[src/und_cfg.svh]
// constants of the usb node dma, wake and endpoint 0 control block
// assumes a 32-bit apb slave with one register per aligned word
`ifndef UND_CFG_SVH
`define UND_CFG_SVH

// register byte offsets
`define UND_OFF_ECHO      12'h000
`define UND_OFF_PKTCNT    12'h004
`define UND_OFF_ERRRETRY  12'h008
`define UND_OFF_WAKE      12'h00c
`define UND_OFF_EP0CTL    12'h010
`define UND_OFF_EP0TXS    12'h014
`define UND_OFF_DMA_EVENT_REG     12'h018
`define UND_OFF_AUTO_DMA_MODE      12'h01c

// error retry register fields
`define UND_ERR_AEH_BIT   7

// wake register fields
`define UND_WK_PND_USB    0
`define UND_WK_PND_CPU    1
`define UND_WK_EN_USB     2
`define UND_WK_EN_CPU     3
`define UND_WK_DLY_SEL    5
`define UND_WK_HOS        6
`define UND_WK_FHT        7

// endpoint 0 control fields
`define UND_EP0_DEF_BIT   6
`define UND_EP0_STALL_BIT 7

// endpoint 0 tx status fields
`define UND_TXS_DONE_BIT  5
`define UND_TXS_ACK_BIT   6
`define UND_TX_FREE_MAX   5'h08

// dma event fields
`define UND_EV_SHLT       0
`define UND_EV_ERR        1
`define UND_EV_CNT        2
`define UND_EV_SIZ        3

// reset values
`define UND_RST_WAKE      8'h0f
`define UND_RST_ZERO      8'h00

// wake-up delay, in nanoseconds, and the clock period
`define UND_WAKE_DLY_NS   1000
`define UND_CLK_NS        10

`endif

[src/und_pkg.sv]
// types of the usb node dma, wake and endpoint 0 control block
// assumes und_cfg.svh for all numeric constants
`default_nettype none
package und_pkg;

    // apb request as seen by the slave
    typedef struct packed {
        logic        psel;
        logic        penable;
        logic        pwrite;
        logic [11:0] paddr;
        logic [31:0] pwdata;
    } und_apb_req_s;

    // serial engine and dma engine events toward the block
    typedef struct packed {
        logic pkt_ok;     // dma packet operation completed without error
        logic bus_err;    // erroneous packet detected
        logic iso;        // selected endpoint is isochronous
        logic dir_tx;     // selected channel transmits
        logic sw_halt;    // firmware halted automatic dma
        logic short_pkt;  // short packet received
    } und_dma_ev_s;

    // endpoint 0 events from the serial engine
    typedef struct packed {
        logic       in_token;
        logic       out_token;
        logic       setup_token;
        logic       tx_en;
        logic       rx_en;
        logic       in_sent;   // an IN data packet was sent
        logic       tx_done;   // a packet finished transmission
        logic       host_ack;  // host acknowledged it
        logic [4:0] free_bytes;
    } und_ep0_ev_s;

    // whole register state of the main module
    typedef struct packed {
        logic [31:0] prdata;
        logic        pslverr;
        logic [7:0]  pkt_count;
        logic        auto_error_retry;
        logic [6:0]  err_preset;
        logic [6:0]  err_count;
        logic [3:0]  dma_ev;
        logic        auto_dma_mode;
        logic        pnd_usb;
        logic        pnd_cpu;
        logic        en_usb;
        logic        en_cpu;
        logic        dly_sel;
        logic        halt_when_suspended;
        logic        halt;
        logic        irq_ok;
        logic        ep0_stall;
        logic        ep0_def;
        logic        txs_done;
        logic        txs_ack;
        logic        act_s1;
        logic        act_s2;
        logic        stall_hs;
        logic        rx_last_set;
        logic        tx_reload;
        logic        rx_flush;
        logic        pkt_drop;
    } und_state_s;

    // state of the wake delay counter
    typedef struct packed {
        logic        busy;
        logic        done;
        logic [15:0] cnt;
    } und_dly_s;

endpackage : und_pkg
`default_nettype wire

[src/und_dly.sv]
// wake-up delay timer: counts a fixed interval after a start pulse
// assumes start is a one-cycle pulse on clk
`default_nettype none
`include "und_cfg.svh"
module und_dly #(
    parameter int unsigned DLY_CYC = 100
) (
    input  wire logic clk,
    input  wire logic rst,
    input  wire logic start,
    output logic      done
);
    // refuse delay counts the 16-bit counter cannot hold
    if (DLY_CYC < 1 || DLY_CYC > 65535) begin : g_bad_dly
        $error("und_dly: delay count out of range");
    end

    und_pkg::und_dly_s st_reg;
    und_pkg::und_dly_s st_next;

    // load on start, count down, pulse done at the end
    always_comb begin
        st_next      = st_reg;
        st_next.done = 1'b0;
        if (start) begin
            st_next.busy = 1'b1;
            st_next.cnt  = 16'(DLY_CYC - 1);
        end else if (st_reg.busy) begin
            if (st_reg.cnt == 16'h0000) begin
                st_next.busy = 1'b0;
                st_next.done = 1'b1;
            end else begin
                st_next.cnt = st_reg.cnt - 16'h0001;
            end
        end
    end

    // state register
    always_ff @(posedge clk or posedge rst) begin
        if (rst) begin
            st_reg <= '0;
        end else begin
            st_reg <= st_next;
        end
    end

    assign done = st_reg.done;
endmodule // und_dly
`default_nettype wire

[src/und_ctrl.sv]
// usb node control: auto dma counters, wake/halt, endpoint 0 control and tx status
// assumes an apb master on clk, serial and dma engine events synchronous to clk,
// except usb_activity which comes from a pin
//
// Decided for this implementation: register access over APB and the address map.
`default_nettype none
`include "und_cfg.svh"
module und_ctrl #(
    parameter int unsigned NUM_CH   = 8,
    parameter int unsigned WAKE_CYC = (`UND_WAKE_DLY_NS + `UND_CLK_NS - 1) / `UND_CLK_NS
) (
    input  wire logic                        clk,
    input  wire logic                        rst,
    input  wire logic                        psel,
    input  wire logic                        penable,
    input  wire logic                        pwrite,
    input  wire logic [11:0]                 paddr,
    input  wire logic [31:0]                 pwdata,
    output logic                             pready,
    output logic [31:0]                      prdata,
    output logic                             pslverr,
    input  wire logic [2:0]                  channel_select,
    input  wire logic [NUM_CH*8-1:0]         chan_status,
    input  wire und_pkg::und_dma_ev_s        dma_ev,
    output logic                             auto_dma_active,
    output logic                             tx_reload,
    output logic                             rx_flush,
    output logic                             pkt_drop,
    input  wire logic                        usb_activity,
    input  wire logic                        cpu_access,
    input  wire logic                        suspended,
    input  wire logic                        node_attached,
    output logic                             halt_mode,
    output logic                             wake_irq,
    input  wire und_pkg::und_ep0_ev_s        ep0_ev,
    input  wire logic [6:0]                  function_address,
    output logic                             use_reset_address,
    output logic [6:0]                       match_address,
    output logic                             stall_handshake,
    output logic                             rx_last_set
);
    // refuse channel counts the 3-bit select cannot serve
    if (NUM_CH < 1 || NUM_CH > 8) begin : g_bad_ch
        $error("und_ctrl: NUM_CH must be 1 to 8");
    end

    und_pkg::und_state_s st_reg;
    und_pkg::und_state_s st_next;
    und_pkg::und_apb_req_s req;
    logic                  dly_start;
    logic                  dly_done;

    und_dly #(
        .DLY_CYC (WAKE_CYC)
    ) u_dly (
        .clk   (clk),
        .rst   (rst),
        .start (dly_start),
        .done  (dly_done)
    );

    // bundle the bus request
    assign req = '{psel: psel, penable: penable, pwrite: pwrite,
                   paddr: paddr, pwdata: pwdata};

    // decoded access strobes
    logic       setup_ph;
    logic       wr_done;
    logic       rd_done;
    logic [7:0] wdat;
    logic [7:0] echo_val;
    logic       usb_wake;
    logic       cpu_wake;
    logic       ev_set_err;
    logic       ev_set_cnt;
    logic       stall_now;

    assign setup_ph = req.psel & ~req.penable;
    assign wr_done  = req.psel & req.penable & req.pwrite;
    assign rd_done  = req.psel & req.penable & ~req.pwrite;
    assign wdat     = req.pwdata[7:0];

    // status echo picks the selected channel; no side effect
    always_comb begin
        echo_val = 8'h00;
        if (32'(channel_select) < NUM_CH) begin
            echo_val = chan_status[channel_select*8 +: 8];
        end
    end

    // valid wake events only while halted
    assign usb_wake = st_reg.halt & st_reg.act_s2 & st_reg.en_usb;
    assign cpu_wake = st_reg.halt & cpu_access & st_reg.en_cpu;
    assign dly_start = (usb_wake | cpu_wake) & st_reg.dly_sel;

    // stall answer on enabled IN or OUT token, never on SETUP
    assign stall_now = st_reg.ep0_stall &
                       ((ep0_ev.in_token & ep0_ev.tx_en) |
                        (ep0_ev.out_token & ep0_ev.rx_en));

    // auto dma event conditions
    assign ev_set_err = st_reg.auto_dma_mode & dma_ev.bus_err &
                        (~st_reg.auto_error_retry | (st_reg.err_count == 7'h00));
    assign ev_set_cnt = st_reg.auto_dma_mode & dma_ev.pkt_ok &
                        (st_reg.pkt_count == 8'h00);

    // next state of every register
    always_comb begin
        st_next             = st_reg;
        st_next.stall_hs    = 1'b0;
        st_next.rx_last_set = 1'b0;
        st_next.tx_reload   = 1'b0;
        st_next.rx_flush    = 1'b0;
        st_next.pkt_drop    = 1'b0;
        st_next.act_s1      = usb_activity;
        st_next.act_s2      = st_reg.act_s1;

        // read data captured in the setup cycle
        if (setup_ph) begin
            st_next.pslverr = 1'b0;
            st_next.prdata  = 32'h0000_0000;
            if (req.paddr == `UND_OFF_ECHO) begin
                st_next.prdata[7:0] = echo_val;
            end else if (req.paddr == `UND_OFF_PKTCNT) begin
                st_next.prdata[7:0] = st_reg.pkt_count;
            end else if (req.paddr == `UND_OFF_ERRRETRY) begin
                st_next.prdata[7:0] = {st_reg.auto_error_retry,
                    st_reg.auto_dma_mode ? st_reg.err_count : st_reg.err_preset};
            end else if (req.paddr == `UND_OFF_WAKE) begin
                st_next.prdata[7:0] = {1'b0, st_reg.halt_when_suspended, st_reg.dly_sel, 1'b0,
                    st_reg.en_cpu, st_reg.en_usb, st_reg.pnd_cpu, st_reg.pnd_usb};
            end else if (req.paddr == `UND_OFF_EP0CTL) begin
                st_next.prdata[7:0] = {st_reg.ep0_stall, st_reg.ep0_def, 6'h00};
            end else if (req.paddr == `UND_OFF_EP0TXS) begin
                st_next.prdata[7:0] = {1'b0, st_reg.txs_ack, st_reg.txs_done,
                    (ep0_ev.free_bytes > `UND_TX_FREE_MAX) ?
                    `UND_TX_FREE_MAX : ep0_ev.free_bytes};
            end else if (req.paddr == `UND_OFF_DMA_EVENT_REG) begin
                st_next.prdata[7:0] = {4'h0, st_reg.dma_ev};
            end else if (req.paddr == `UND_OFF_AUTO_DMA_MODE) begin
                st_next.prdata[7:0] = {7'h00, st_reg.auto_dma_mode};
            end else begin
                st_next.pslverr = 1'b1;
            end
        end

        // packet counter: hardware decrement, firmware write wins
        if (st_reg.auto_dma_mode && dma_ev.pkt_ok && st_reg.pkt_count != 8'h00) begin
            st_next.pkt_count = st_reg.pkt_count - 8'h01;
        end
        if (wr_done && req.paddr == `UND_OFF_PKTCNT) begin
            st_next.pkt_count = wdat;
        end

        // retry counter and automatic error handling
        if (st_reg.auto_dma_mode && dma_ev.pkt_ok) begin
            st_next.err_count = st_reg.err_preset;
        end else if (st_reg.auto_dma_mode && dma_ev.bus_err && st_reg.auto_error_retry &&
                     st_reg.err_count != 7'h00) begin
            st_next.err_count = st_reg.err_count - 7'h01;
            if (!dma_ev.iso && dma_ev.dir_tx) begin
                st_next.tx_reload = 1'b1;
            end else if (!dma_ev.dir_tx) begin
                st_next.rx_flush = 1'b1;
                st_next.pkt_drop = dma_ev.iso;
            end
        end
        if (wr_done && req.paddr == `UND_OFF_ERRRETRY && !st_reg.auto_dma_mode) begin
            st_next.auto_error_retry        = wdat[`UND_ERR_AEH_BIT];
            st_next.err_preset = wdat[6:0];
            st_next.err_count  = wdat[6:0];
        end

        // dma events: cleared by writing 0, a new set wins
        if (wr_done && req.paddr == `UND_OFF_DMA_EVENT_REG) begin
            st_next.dma_ev = st_reg.dma_ev & wdat[3:0];
        end
        if (st_reg.auto_dma_mode && dma_ev.sw_halt) st_next.dma_ev[`UND_EV_SHLT] = 1'b1;
        if (ev_set_err) st_next.dma_ev[`UND_EV_ERR] = 1'b1;
        if (ev_set_cnt) st_next.dma_ev[`UND_EV_CNT] = 1'b1;
        if (st_reg.auto_dma_mode && dma_ev.short_pkt) st_next.dma_ev[`UND_EV_SIZ] = 1'b1;

        // auto dma mode: start only with all events clear, end on any event
        if (wr_done && req.paddr == `UND_OFF_AUTO_DMA_MODE) begin
            st_next.auto_dma_mode = wdat[0] & (st_reg.dma_ev == 4'h0);
        end
        if (st_next.dma_ev != 4'h0) begin
            st_next.auto_dma_mode = 1'b0;
        end
        if (st_reg.auto_dma_mode && !st_next.auto_dma_mode) begin
            st_next.err_count = st_reg.err_preset;
        end

        // wake register writes
        if (wr_done && req.paddr == `UND_OFF_WAKE) begin
            st_next.pnd_usb = st_reg.pnd_usb & wdat[`UND_WK_PND_USB];
            st_next.pnd_cpu = st_reg.pnd_cpu & wdat[`UND_WK_PND_CPU];
            st_next.en_usb  = wdat[`UND_WK_EN_USB];
            st_next.en_cpu  = wdat[`UND_WK_EN_CPU];
            st_next.dly_sel = wdat[`UND_WK_DLY_SEL];
            if (!(suspended && wdat[`UND_WK_HOS] && !st_reg.halt_when_suspended)) begin
                st_next.halt_when_suspended = wdat[`UND_WK_HOS];
            end
            if (wdat[`UND_WK_FHT] && !node_attached) begin
                st_next.halt = 1'b1;
            end
        end
        if (st_reg.halt_when_suspended && suspended) begin
            st_next.halt = 1'b1;
        end

        // valid wake leaves halt and sets pending; set wins over clear
        if (usb_wake) st_next.pnd_usb = 1'b1;
        if (cpu_wake) st_next.pnd_cpu = 1'b1;
        if (usb_wake || cpu_wake) begin
            st_next.halt   = 1'b0;
            st_next.irq_ok = ~st_reg.dly_sel;
        end else if (dly_done) begin
            st_next.irq_ok = 1'b1;
        end

        // endpoint 0 control
        if (wr_done && req.paddr == `UND_OFF_EP0CTL) begin
            st_next.ep0_stall = wdat[`UND_EP0_STALL_BIT];
            st_next.ep0_def   = wdat[`UND_EP0_DEF_BIT];
        end
        if (ep0_ev.in_sent) begin
            st_next.ep0_def = 1'b0;
        end

        // endpoint 0 tx status: read clears, a new set wins
        if (rd_done && req.paddr == `UND_OFF_EP0TXS) begin
            st_next.txs_done = 1'b0;
            st_next.txs_ack  = 1'b0;
        end
        if (stall_now) begin
            st_next.stall_hs    = 1'b1;
            st_next.rx_last_set = 1'b1;
            st_next.txs_done    = 1'b1;
        end
        if (ep0_ev.tx_done) begin
            st_next.txs_done = 1'b1;
            if (ep0_ev.host_ack) st_next.txs_ack = 1'b1;
        end
    end

    // state register with documented reset values
    always_ff @(posedge clk or posedge rst) begin
        if (rst) begin
            st_reg         <= '0;
            st_reg.pnd_usb <= 1'b1;
            st_reg.pnd_cpu <= 1'b1;
            st_reg.en_usb  <= 1'b1;
            st_reg.en_cpu  <= 1'b1;
            st_reg.irq_ok  <= 1'b1;
        end else begin
            st_reg <= st_next;
        end
    end

    // outputs
    assign pready            = psel & penable;
    assign prdata            = st_reg.prdata;
    assign pslverr           = psel & penable & st_reg.pslverr;
    assign auto_dma_active   = st_reg.auto_dma_mode;
    assign tx_reload         = st_reg.tx_reload;
    assign rx_flush          = st_reg.rx_flush;
    assign pkt_drop          = st_reg.pkt_drop;
    assign halt_mode         = st_reg.halt;
    assign wake_irq          = (st_reg.pnd_usb | st_reg.pnd_cpu) & st_reg.irq_ok;
    assign use_reset_address = st_reg.ep0_def;
    assign match_address     = st_reg.ep0_def ? 7'h00 : function_address;
    assign stall_handshake   = st_reg.stall_hs;
    assign rx_last_set       = st_reg.rx_last_set;
endmodule // und_ctrl
`default_nettype wire

[config.mk]
export PLATFORM = sky130hd
export DESIGN_NAME = und_ctrl
export DESIGN_NICKNAME = d
export VERILOG_FILES = /design/src/und_pkg.sv /design/src/und_dly.sv /design/src/und_ctrl.sv
export VERILOG_INCLUDE_DIRS = /design/src
export SDC_FILE = /design/constraint.sdc
export NUM_CORES = 1
export LEC_CHECK = 0
export ABC_CLOCK_PERIOD_IN_PS = 2500
export BUFFER_PORTS_ARGS = -buffer_cell sky130_fd_sc_hd__buf_2
export CORE_UTILIZATION = 40
export CTS_CLUSTER_SIZE = 16
export DETAILED_ROUTE_END_ITERATION = 16
export PLACE_DENSITY_LB_ADDON = 0.1
export SYNTH_ARGS = -nofsm -noshare
export SYNTH_HDL_FRONTEND = slang
export SYNTH_HIERARCHICAL = 1
export SYNTH_SLANG_ARGS = --single-unit
export TNS_END_PERCENT = 50
[constraint.sdc]
create_clock -name clk -period 2.5 [get_ports clk]
set_input_delay 0.25 -clock clk [delete_from_list [all_inputs] [get_ports clk]]
set_output_delay 0.25 -clock clk [all_outputs]
set_load 0.02 [all_outputs]
==> flow_metrics.env, run 1 <==
export IMPL_fill_cells=1159
export IMPL_rsz0062_at_grt="false"
export IMPL_htreeDepth=3
export IMPL_synthCells=530
export IMPL_drive_gt1_frac=0.342
export IMPL_ys_seq_area_frac=0.366
export IMPL_avgViaCountPerCell=5.47
export IMPL_crit_slowest_cell="or4b_4"
export IMPL_wl_per_cell_um=16.4
export IMPL_fin_crit_ns=2.30
export IMPL_holdCritPathClass="input port to register"
export IMPL_crit_family="compound AO/OA/AOI/OAI gates"
export IMPL_die_y_um=114
export IMPL_synth_seq_cells=73
export IMPL_fp_row_count=40
export IMPL_n_antenna_cell=0
export IMPL_synth_yosys_warnings=6
export IMPL_avgSynthCellArea_um2=9.45
export IMPL_grt_max_degree=26
export IMPL_die_area_um2=13000
export IMPL_endpoint="st_reg[28]"
export IMPL_placed_cells=839
export IMPL_grt_pass1_wl_mm=22.6
export IMPL_grt_pass1_vias=4499
export IMPL_antenna_found_initial=0
export IMPL_crit_start="st_reg[24]"
export IMPL_clock_sinks=73
export IMPL_critical_path_buf_inv_count=1
export IMPL_routed_via_count=4679
export IMPL_worstSkewPairLatency_ns=0.34
export IMPL_criticalPathCategory="register to register"
export IMPL_finClkSkew_ns=0.00891
export IMPL_slew_headroom=0.542
export IMPL_drtAntennaViolNets=0
export IMPL_async_reset_ff_frac=1.00
export IMPL_synth_main_ff_cell="dfrtp_1"
export IMPL_nNetsFinal=833
export IMPL_instances_no_fill=856
export IMPL_setup_total_negative_slack_ns=0
export IMPL_path_clk_slew_ns=0.06
export IMPL_largest_register_ff_count=39
export IMPL_max_stage_delay_ns=0.59
export IMPL_fin_crit_sh=0.922
export IMPL_grt_overflow_total=0
export IMPL_syn_area_um2=5010
export IMPL_ff2ff_path_depth=8
export IMPL_cp_max_fo=7
export IMPL_r2r_setup_slack_ns=0.20
export IMPL_port_buffers=146
export IMPL_cp_depth=8
export IMPL_synth_cell_types=70
export IMPL_slew_violations=0
export IMPL_start_util=0.414
export IMPL_core_area_um2=12100
export IMPL_routed_wl_mm=14.0
export IMPL_setup_violations=0
export IMPL_tightest_slew_ns=0.686
export IMPL_r2r_end="st_reg[28]"
export IMPL_io_pin_count=196
export IMPL_power_leakage_nw=2.84
export IMPL_arrival_ns=2.54
export IMPL_synth_edf_count=0
export IMPL_start_kind="register"
export IMPL_max_freq_ghz=0.434
export IMPL_die_width_um=114
export IMPL_r2r_start="st_reg[24]"
export IMPL_drc=0
export IMPL_cap_violations=0
export IMPL_path_cells="inv_1 -> ha_1 -> nor4b_1 -> a21boi_1 -> o21ai_1 -> or4b_4 -> a211o_1 -> a22o_1"
export IMPL_gr_usage_all_layers=0.227
export IMPL_hold_viol=0
export IMPL_place_hpwl_mm=11.0
export IMPL_cts_root_buf="clkbuf_16"
export IMPL_numCtsBuffers=9
export IMPL_area_growth_syn_to_layout_pct=24.3
export IMPL_status="finished clean"
export IMPL_drt_iter0_markers=294
export IMPL_gp_congestion=0.931
export IMPL_cp_end_kind="register"
export IMPL_ir_drop_v=0.000338
export IMPL_pwr_density_cell_nw_per_um2=461
export IMPL_firstDrtPassIters=5
export IMPL_cts_tree="built"
export IMPL_cts_buffer_depth=2
export IMPL_worstPathRequired_ns=2.74
worst register-to-register path, cell delays in order, from the launching register on:
cell      delay, ns
dfrtp_1        0.36
inv_1          0.07
ha_1           0.21
nor4b_1        0.15
a21boi_1       0.22
o21ai_1        0.11
or4b_4         0.59
a211o_1        0.32
a22o_1         0.17
power by group:
group,internal [mW],total (mW),switching [mW]
Clock,0.793,1.31,0.516
Combinational,0.165,0.364,0.199
Sequential,1.19,1.20,0.00684
cells in the final DEF, fill, tap and decap left out, drive strengths merged, types with 6 or more instances in the layout:
master and count:
a211oi 13, a21oi 25, a22o 6, buf 175, clkbuf 10, conb 24
dfrtp 68, inv 18, mux2 7, mux2i 19, mux4 16, nand2 52
nand2b 8, nand3 10, nand4 7, nor2 25, nor2b 16, nor3 11
nor4 9, nor4b 7, o21ai 31, or3 12, xnor2 9
routing by layer:
metal / global-route usage / wire length, um / up-vias
met3: 0.0484 / 1080 / 21
li1: - / - / 2225
met5: 0 / 0 / -
met4: 0.0935 / 312 / 0
met1: 0.307 / 6350 / 2255
met2: 0.354 / 6290 / 178
stage by stage:
stage	utilization	total power, mW	worst slack, ns	instance area [um2]	hold WS [ns]
global placement	0.489	1.58	0.0651	5920	0.340
detailed placement	0.489	1.59	0.0494	5920	0.345
CTS	0.514	2.91	0.0383	6220	0.0102
floorplan	-	1.45	0.233	5100	0.189
global route	0.514	2.98	0.0340	6230	0.0151
finish	0.514	2.87	0.195	6230	0.0201
cell usage after synthesis (7+ instances only):
cell      instances  area share
a211oi_1         13       0.019
a21oi_1          25       0.025
buf_4            33       0.049
clkbuf_1         18       0.013
dfrtp_1          68        0.34
inv_1            18       0.013
mux2i_1          19       0.038
mux4_2           16       0.072
nand2_1          52       0.039
nand2b_1          8       0.010
nand3_1          10       0.010
nor2_1           25       0.019
nor2b_1          16       0.020
nor3_1           10       0.010
nor4_1            7      0.0087
o21ai_0          27       0.027
or3_1            12       0.015
xnor2_1           9       0.016
worst min-delay path by stage:
stage,startpoint,endpoint,cells past startpoint
global route,usb_activity,st_next[5],1
floorplan,rst,u_dly/done,1
finish,usb_activity,st_next[5],1
global placement,st_next[5],st_reg[5],0
detailed placement,st_next[5],st_reg[5],0
CTS,usb_activity,st_next[5],1
final cells by class:
type                            count  area (um2)  share of cell area
Timing Repair Buffer              176         958               0.154
Tap cell                          168         210              0.0337
Inverter                           18        67.6              0.0108
Sequential cell                    73        1830               0.294
Clock buffer                       10         239              0.0384
Clock inverter                      6        57.6             0.00924
Multi-Input combinational cell    405        2860               0.460
cells by family after synthesis:
family | synth area share
compound gates | 0.179
xor+xnor | 0.0245
fa+ha+maj | 0.00999
buf+inv | 0.0821
flops | 0.366
mux | 0.126
other cells | 0.000748
simple gates | 0.212
timing repair:
item / 4_1_cts / 5_1_grt
hold buffers: 1 / 0
setup endpoints to repair: 0 / 6
buffers inserted: 0 / 0
resized for setup: 0 / 2
endpoints found under the hold margin: 22 / 0
No activity file was read; power rests on OpenSTA's default activity.
==> inputs of run 2 (changes only) <==
Settings changed: CAP_MARGIN set to 20, CELL_PAD_IN_SITES_DETAIL_PLACEMENT set to 1, CELL_PAD_IN_SITES_GLOBAL_PLACEMENT set to 2, CORE_UTILIZATION 40 to 29.
==> run 2 against run 1 <==
Sequential share of layout area shrank 0.61 points; core utilization shrank 13 points; final cell count grew 7.1%; largest power group unchanged; critical path depth is the same; register-to-register slack lost 0.06 ns; via count grew 0.41%.
==> flow_metrics.env, run 2 (synthesis results as in run 1) <==
export IMPL_antenna_found_initial=0
export IMPL_grt_pass1_vias=4934
export IMPL_drc=0
export IMPL_port_buffers=146
export IMPL_place_hpwl_mm=13.4
export IMPL_cts_tree="built"
export IMPL_die_width_um=133
export IMPL_cts_buffer_depth=2
export IMPL_switching_share=0.272
export IMPL_avgViaCountPerCell=5.12
export IMPL_multi_input_comb_area_um2=2860
export IMPL_clock_sinks=73
export IMPL_worstSkewPairLatency_ns=0.35
export IMPL_intPower_mw=2.06
export IMPL_routed_via_count=4698
export IMPL_p_seq_frac=0.423
export IMPL_io_pin_count=196
export IMPL_criticalPathCategory="register to register"
export IMPL_fill_cells=1988
export IMPL_firstDrtPassIters=4
export IMPL_holdWs_ns=0.0135
export IMPL_start_util=0.300
export IMPL_grt_pass1_wl_mm=26.6
export IMPL_numCtsBuffers=9
export IMPL_cp_end_kind="register"
export IMPL_grt_max_degree=30
export IMPL_wl_per_cell_um=18.3
export IMPL_worstPathRequired_ns=2.73
export IMPL_slew_headroom=0.540
export IMPL_htreeDepth=3
export IMPL_drtAntennaViolNets=0
export IMPL_post_cts_buffers=0
export IMPL_power_leakage_nw=2.87
export IMPL_setup_violations=0
export IMPL_slew_violations=0
export IMPL_cts_root_buf="clkbuf_16"
export IMPL_ff_latch_area_um2=1830
export IMPL_die_area_um2=17800
export IMPL_cp_max_fo=7
export IMPL_finClkSkew_ns=0.00594
export IMPL_routed_wl_mm=16.7
export IMPL_area_growth_syn_to_layout_pct=26.9
export IMPL_place_ws_ns=0.00385
export IMPL_status="finished clean"
export IMPL_pwr_density_cell_nw_per_um2=445
export IMPL_net_switching_power_mw=0.769
export IMPL_layout_common_cells="buf_2, dfrtp_1, nand2_1"
export IMPL_grt_overflow_total=0
export IMPL_start_kind="register"
export IMPL_tightest_slew_ns=0.689
export IMPL_rsz0062_at_grt="false"
export IMPL_holdCritPathClass="input port to async pin"
export IMPL_p_comb_frac=0.133
export IMPL_gp_congestion=0.814
export IMPL_largest_register_ff_count=39
export IMPL_path_clk_slew_ns=0.06
export IMPL_drt_iter0_markers=140
export IMPL_final_common_cell="buf_2"
export IMPL_core_area_um2=16700
export IMPL_ir_drop_v=0.000334
export IMPL_arrival_ns=2.60
export IMPL_nNetsFinal=842
export IMPL_fin_crit_ns=2.36
export IMPL_cap_violations=0
export IMPL_postLayoutSetupSlackWorst_ns=0.138
export IMPL_fp_row_count=47
export IMPL_n_antenna_cell=0
export IMPL_die_y_um=133
export IMPL_gr_usage_all_layers=0.195
export IMPL_setup_total_negative_slack_ns=0
export IMPL_hold_viol=0
export IMPL_clock_power_share=0.444
export IMPL_fin_crit_sh=0.945
export IMPL_max_freq_ghz=0.423
export IMPL_drive_gt1_frac=0.350
## run 2: per-stage QoR
step	std cells	instance area [um2]	power (mW)	util
2_1_floorplan	553	5100	1.45	-
3_3_place_gp	900	6060	1.59	0.363
3_5_place_dp	900	6060	1.60	0.363
4_1_cts	917	6350	2.88	0.381
5_1_grt	917	6360	2.95	0.381
6_report	917	6360	2.83	0.381
## run 2: cell type report
| class | count | share of cell area |
|---|---|---|
| repair buffers | 185 | 0.163 |
| flip-flops and latches | 73 | 0.288 |
| clock inverters | 6 | 0.00669 |
| well taps | 220 | 0.0433 |
| multi-input cells | 405 | 0.450 |
| clock buffers | 10 | 0.0376 |
| inverters | 18 | 0.0106 |
## run 2: power groups by stage
stage	logic, mW	registers [mW]	clock network [mW]
4_1_cts	0.381	1.20	1.30
3_5_place_dp	0.379	1.22	0
3_3_place_gp	0.370	1.22	0
6_report	0.375	1.20	1.26
5_1_grt	0.410	1.20	1.35
2_1_floorplan	0.232	1.22	0
## run 2: path summary, 6_finish.rpt
kind / start / to / slack, ns / cells past startpoint
worst max register to register: st_reg[24] / st_reg[28] / 0.14 / 8
worst max-delay path: st_reg[24] / st_reg[28] / 0.14 / 8
min in group clk: ep0_ev[7] / use_reset_address / 0.05 / 2
max in group asynchronous: rst / st_reg[11] / 1.83 / 3
worst min-delay path: rst / st_reg[43] / 0.01 / 2
worst min register to register: st_next[5] / st_reg[5] / 0.35 / 0
## run 2: metal layers
layer,up-vias,part of all wire,GRT usage
met5,-,0,0
met2,140,0.48,0.323
li1,2252,-,-
met1,2286,0.44,0.258
met3,20,0.061,0.0308
met4,0,0.016,0.0657
## run 2: worst max-delay path, cell delays in order, from the launching register on
cell	delay, ns
dfrtp_1	0.34
inv_1	0.06
ha_1	0.21
nor4b_1	0.16
a21boi_0	0.25
o21ai_1	0.12
or4b_4	0.60
a211o_1	0.32
a22o_1	0.17
## run 2: what timing repair did
action / 4_1_cts / 5_1_grt
endpoints found under the hold margin: 1 / 0
hold buffers: 1 / 0
resized for setup: 0 / 2
setup endpoints to repair: 0 / 4
==> inputs of run 3 (changes only) <==
Settings changed: ABC_AREA set to 1, CORE_UTILIZATION 29 to 26.
==> run 3 against run 2 <==
Synthesized area up 5.8%; worst hold slack better by 0.012 ns; critical path depth up 5; clock-buffer cell count down 1; global-route usage down 1.3 points; first-iteration DRC count up 74%; die area up 18%; combinational power up 5.6%; core utilization down 5.1 points; critical endpoint is now st_reg[30]; largest cell class unchanged; largest power group unchanged.
==> flow_metrics.env, run 3 <==
export IMPL_status="finished clean"
export IMPL_synth_compound_area_frac=0.162
export IMPL_r2r_start="st_reg[24]"
export IMPL_syn_area_um2=5300
export IMPL_drt_iter0_markers=243
export IMPL_drc=0
export IMPL_grt_pass1_wl_mm=29.0
export IMPL_instances_no_fill=1184
export IMPL_holdWs_ns=0.0251
export IMPL_intPower_mw=2.23
export IMPL_grt_max_degree=56
export IMPL_avgSynthCellArea_um2=6.82
export IMPL_start_kind="register"
export IMPL_fin_crit_ns=1.99
export IMPL_yosysMostFrequentCell="nand2_1"
export IMPL_p_seq_frac=0.394
export IMPL_drtAntennaViolNets=0
export IMPL_ir_drop_v=0.000324
export IMPL_rsz0062_at_grt="false"
export IMPL_core_area_um2=19700
export IMPL_postLayoutSetupSlackWorst_ns=0.513
export IMPL_p_comb_frac=0.129
export IMPL_synth_top_family_by_area="simple AND/OR/NAND/NOR gates"
export IMPL_gr_usage_all_layers=0.182
export IMPL_fin_crit_sh=0.795
export IMPL_grt_overflow_total=0
export IMPL_synth_edf_count=0
export IMPL_nNetsFinal=1064
export IMPL_slew_headroom=0.451
export IMPL_firstDrtPassIters=5
export IMPL_ys_seq_area_frac=0.346
export IMPL_port_buffers=146
export IMPL_io_pin_count=196
export IMPL_avgViaCountPerCell=4.66
export IMPL_power_leakage_nw=3.37
export IMPL_final_area_um2=6500
export IMPL_arrival_ns=2.24
export IMPL_fp_row_count=51
export IMPL_setup_total_negative_slack_ns=0
export IMPL_synthTopCellsByCount="nand2_1, nor2_1, inv_1, o21ai_0, dfrtp_1"
export IMPL_numCtsBuffers=9
export IMPL_setup_violations=0
export IMPL_fill_cells=2557
export IMPL_cap_violations=0
export IMPL_async_reset_ff_frac=1.00
export IMPL_synthCells=777
export IMPL_finClkSkew_ns=0.00937
export IMPL_die_y_um=145
export IMPL_wl_per_cell_um=15.5
export IMPL_synth_fa_ha_area_frac=0.00944
export IMPL_placed_cells=1167
export IMPL_worstPathRequired_ns=2.75
export IMPL_crit_start="st_reg[24]"
export IMPL_n_antenna_cell=0
export IMPL_yosys_area_top_type_share=0.321
export IMPL_synth_yosys_warnings=6
export IMPL_slew_violations=0
export IMPL_switching_share=0.273
export IMPL_die_width_um=145
export IMPL_post_cts_buffers=0
export IMPL_gp_congestion=0.809
export IMPL_place_ws_ns=0.382
export IMPL_synth_xor_area_frac=0.00661
export IMPL_synth_simple_gate_area_frac=0.336
export IMPL_layout_common_cells="nand2_1, buf_2, nor2_1"
export IMPL_synth_main_ff_cell="dfrtp_1"
export IMPL_hold_viol=0
export IMPL_htreeDepth=3
export IMPL_cts_tree="built"
export IMPL_clock_sinks=73
export IMPL_pwr_density_cell_nw_per_um2=471
export IMPL_cp_max_fo=16
export IMPL_place_hpwl_mm=14.7
export IMPL_net_switching_power_mw=0.836
export IMPL_die_area_um2=21000
export IMPL_tightest_slew_ns=0.821
export IMPL_max_freq_ghz=0.503
export IMPL_grt_pass1_vias=5534
export IMPL_area_growth_syn_to_layout_pct=22.6
export IMPL_antenna_found_initial=0
export IMPL_largest_register_ff_count=39
export IMPL_cts_buffer_depth=2
export IMPL_routed_via_count=5522
export IMPL_placed_area_um2=6160
export IMPL_synth_top_cell_by_area="dfrtp_1"
export IMPL_routed_wl_mm=18.4
export IMPL_cts_root_buf="clkbuf_16"
export IMPL_start_util=0.269
export IMPL_path_clk_slew_ns=0.07
export IMPL_holdCritPathClass="input port to async pin"
export IMPL_synth_mux_area_frac=0.00189
export IMPL_worstSkewPairLatency_ns=0.35
export IMPL_synth_cell_types=52
export IMPL_synth_seq_cells=73
export IMPL_synth_top_cells_by_area="dfrtp_1, nand2_1, nor2_1, o21ai_0, inv_1"
export IMPL_cp_end_kind="register"
export IMPL_drive_gt1_frac=0.236
export IMPL_final_common_cell="nand2_1"
export IMPL_clock_power_share=0.476
export IMPL_criticalPathCategory="register to register"
==> run 3: layout make-up <==
cell class	instances	area [um2]	area share
Timing Repair Buffer	158	823	0.127
Clock inverter	7	103	0.0158
Clock buffer	9	225	0.0346
Sequential cell	73	1830	0.282
Multi-Input combinational cell	577	2820	0.434
Tap cell	265	332	0.0510
Inverter	95	363	0.0558
==> run 3: final timing paths <==
path | endpoint | slack (ns) | cells past startpoint
setup / recovery | st_reg[30] | 0.51 | 13
hold / removal | u_dly/st_reg[9] | 0.03 | 2
setup reg to reg | st_reg[30] | 0.51 | 13
hold reg to reg | st_reg[5] | 0.35 | 0
max in group asynchronous | st_reg[47] | 1.89 | 3
min in group clk | use_reset_address | 0.05 | 2
==> run 3: cells by family (layout without fill, tap and decap cells) <==
family,Yosys count,count (layout)
other cells,1,24
buf+inv,150,269
flops,73,73
compound gates,152,152
simple gates,392,392
xor+xnor,4,4
fa+ha+maj,4,4
mux,1,1
==> run 3: per-layer routing <==
metal	vias up	part of all wire	track usage
met5	-	0	0
met4	0	0.0086	0.0416
met3	12	0.047	0.0296
met2	137	0.47	0.306
met1	2616	0.48	0.242
li1	2757	-	-
==> run 3: power groups by stage <==
| stage | Combinational, mW | Clock [mW] | Sequential (mW) |
|---|---|---|---|
| 6_report | 0.396 | 1.46 | 1.21 |
| 5_1_grt | 0.451 | 1.55 | 1.21 |
| 4_1_cts | 0.405 | 1.51 | 1.21 |
| 3_5_place_dp | 0.402 | 0 | 1.23 |
| 3_3_place_gp | 0.394 | 0 | 1.23 |
| 2_1_floorplan | 0.258 | 0 | 1.23 |
==> run 3: worst max-delay path, cell delays in order, from the launching register on <==
cell and delay [ns]:
dfrtp_1 0.39, inv_1 0.14, ha_1 0.21, nand2_1 0.08, inv_1 0.10, a21oi_1 0.11, o21ai_1 0.21, nor2_2 0.05
nand2_2 0.11, nand2_4 0.14, inv_2 0.16, nand2_1 0.08, nand2_1 0.06, nand2_1 0.04
==> run 3: timing repair <==
item,in CTS,in global routing
gates resized for setup,0,0
hold buffers,1,0
setup endpoints to repair,0,0
endpoints found under the hold margin,1,0
==> run 3: through the flow <==
step                total power [mW]  utilization
global placement                1.62        0.313
global route                    3.21        0.330
floorplan                       1.49            -
CTS                             3.12        0.330
finish                          3.07        0.330
detailed placement              1.63        0.313
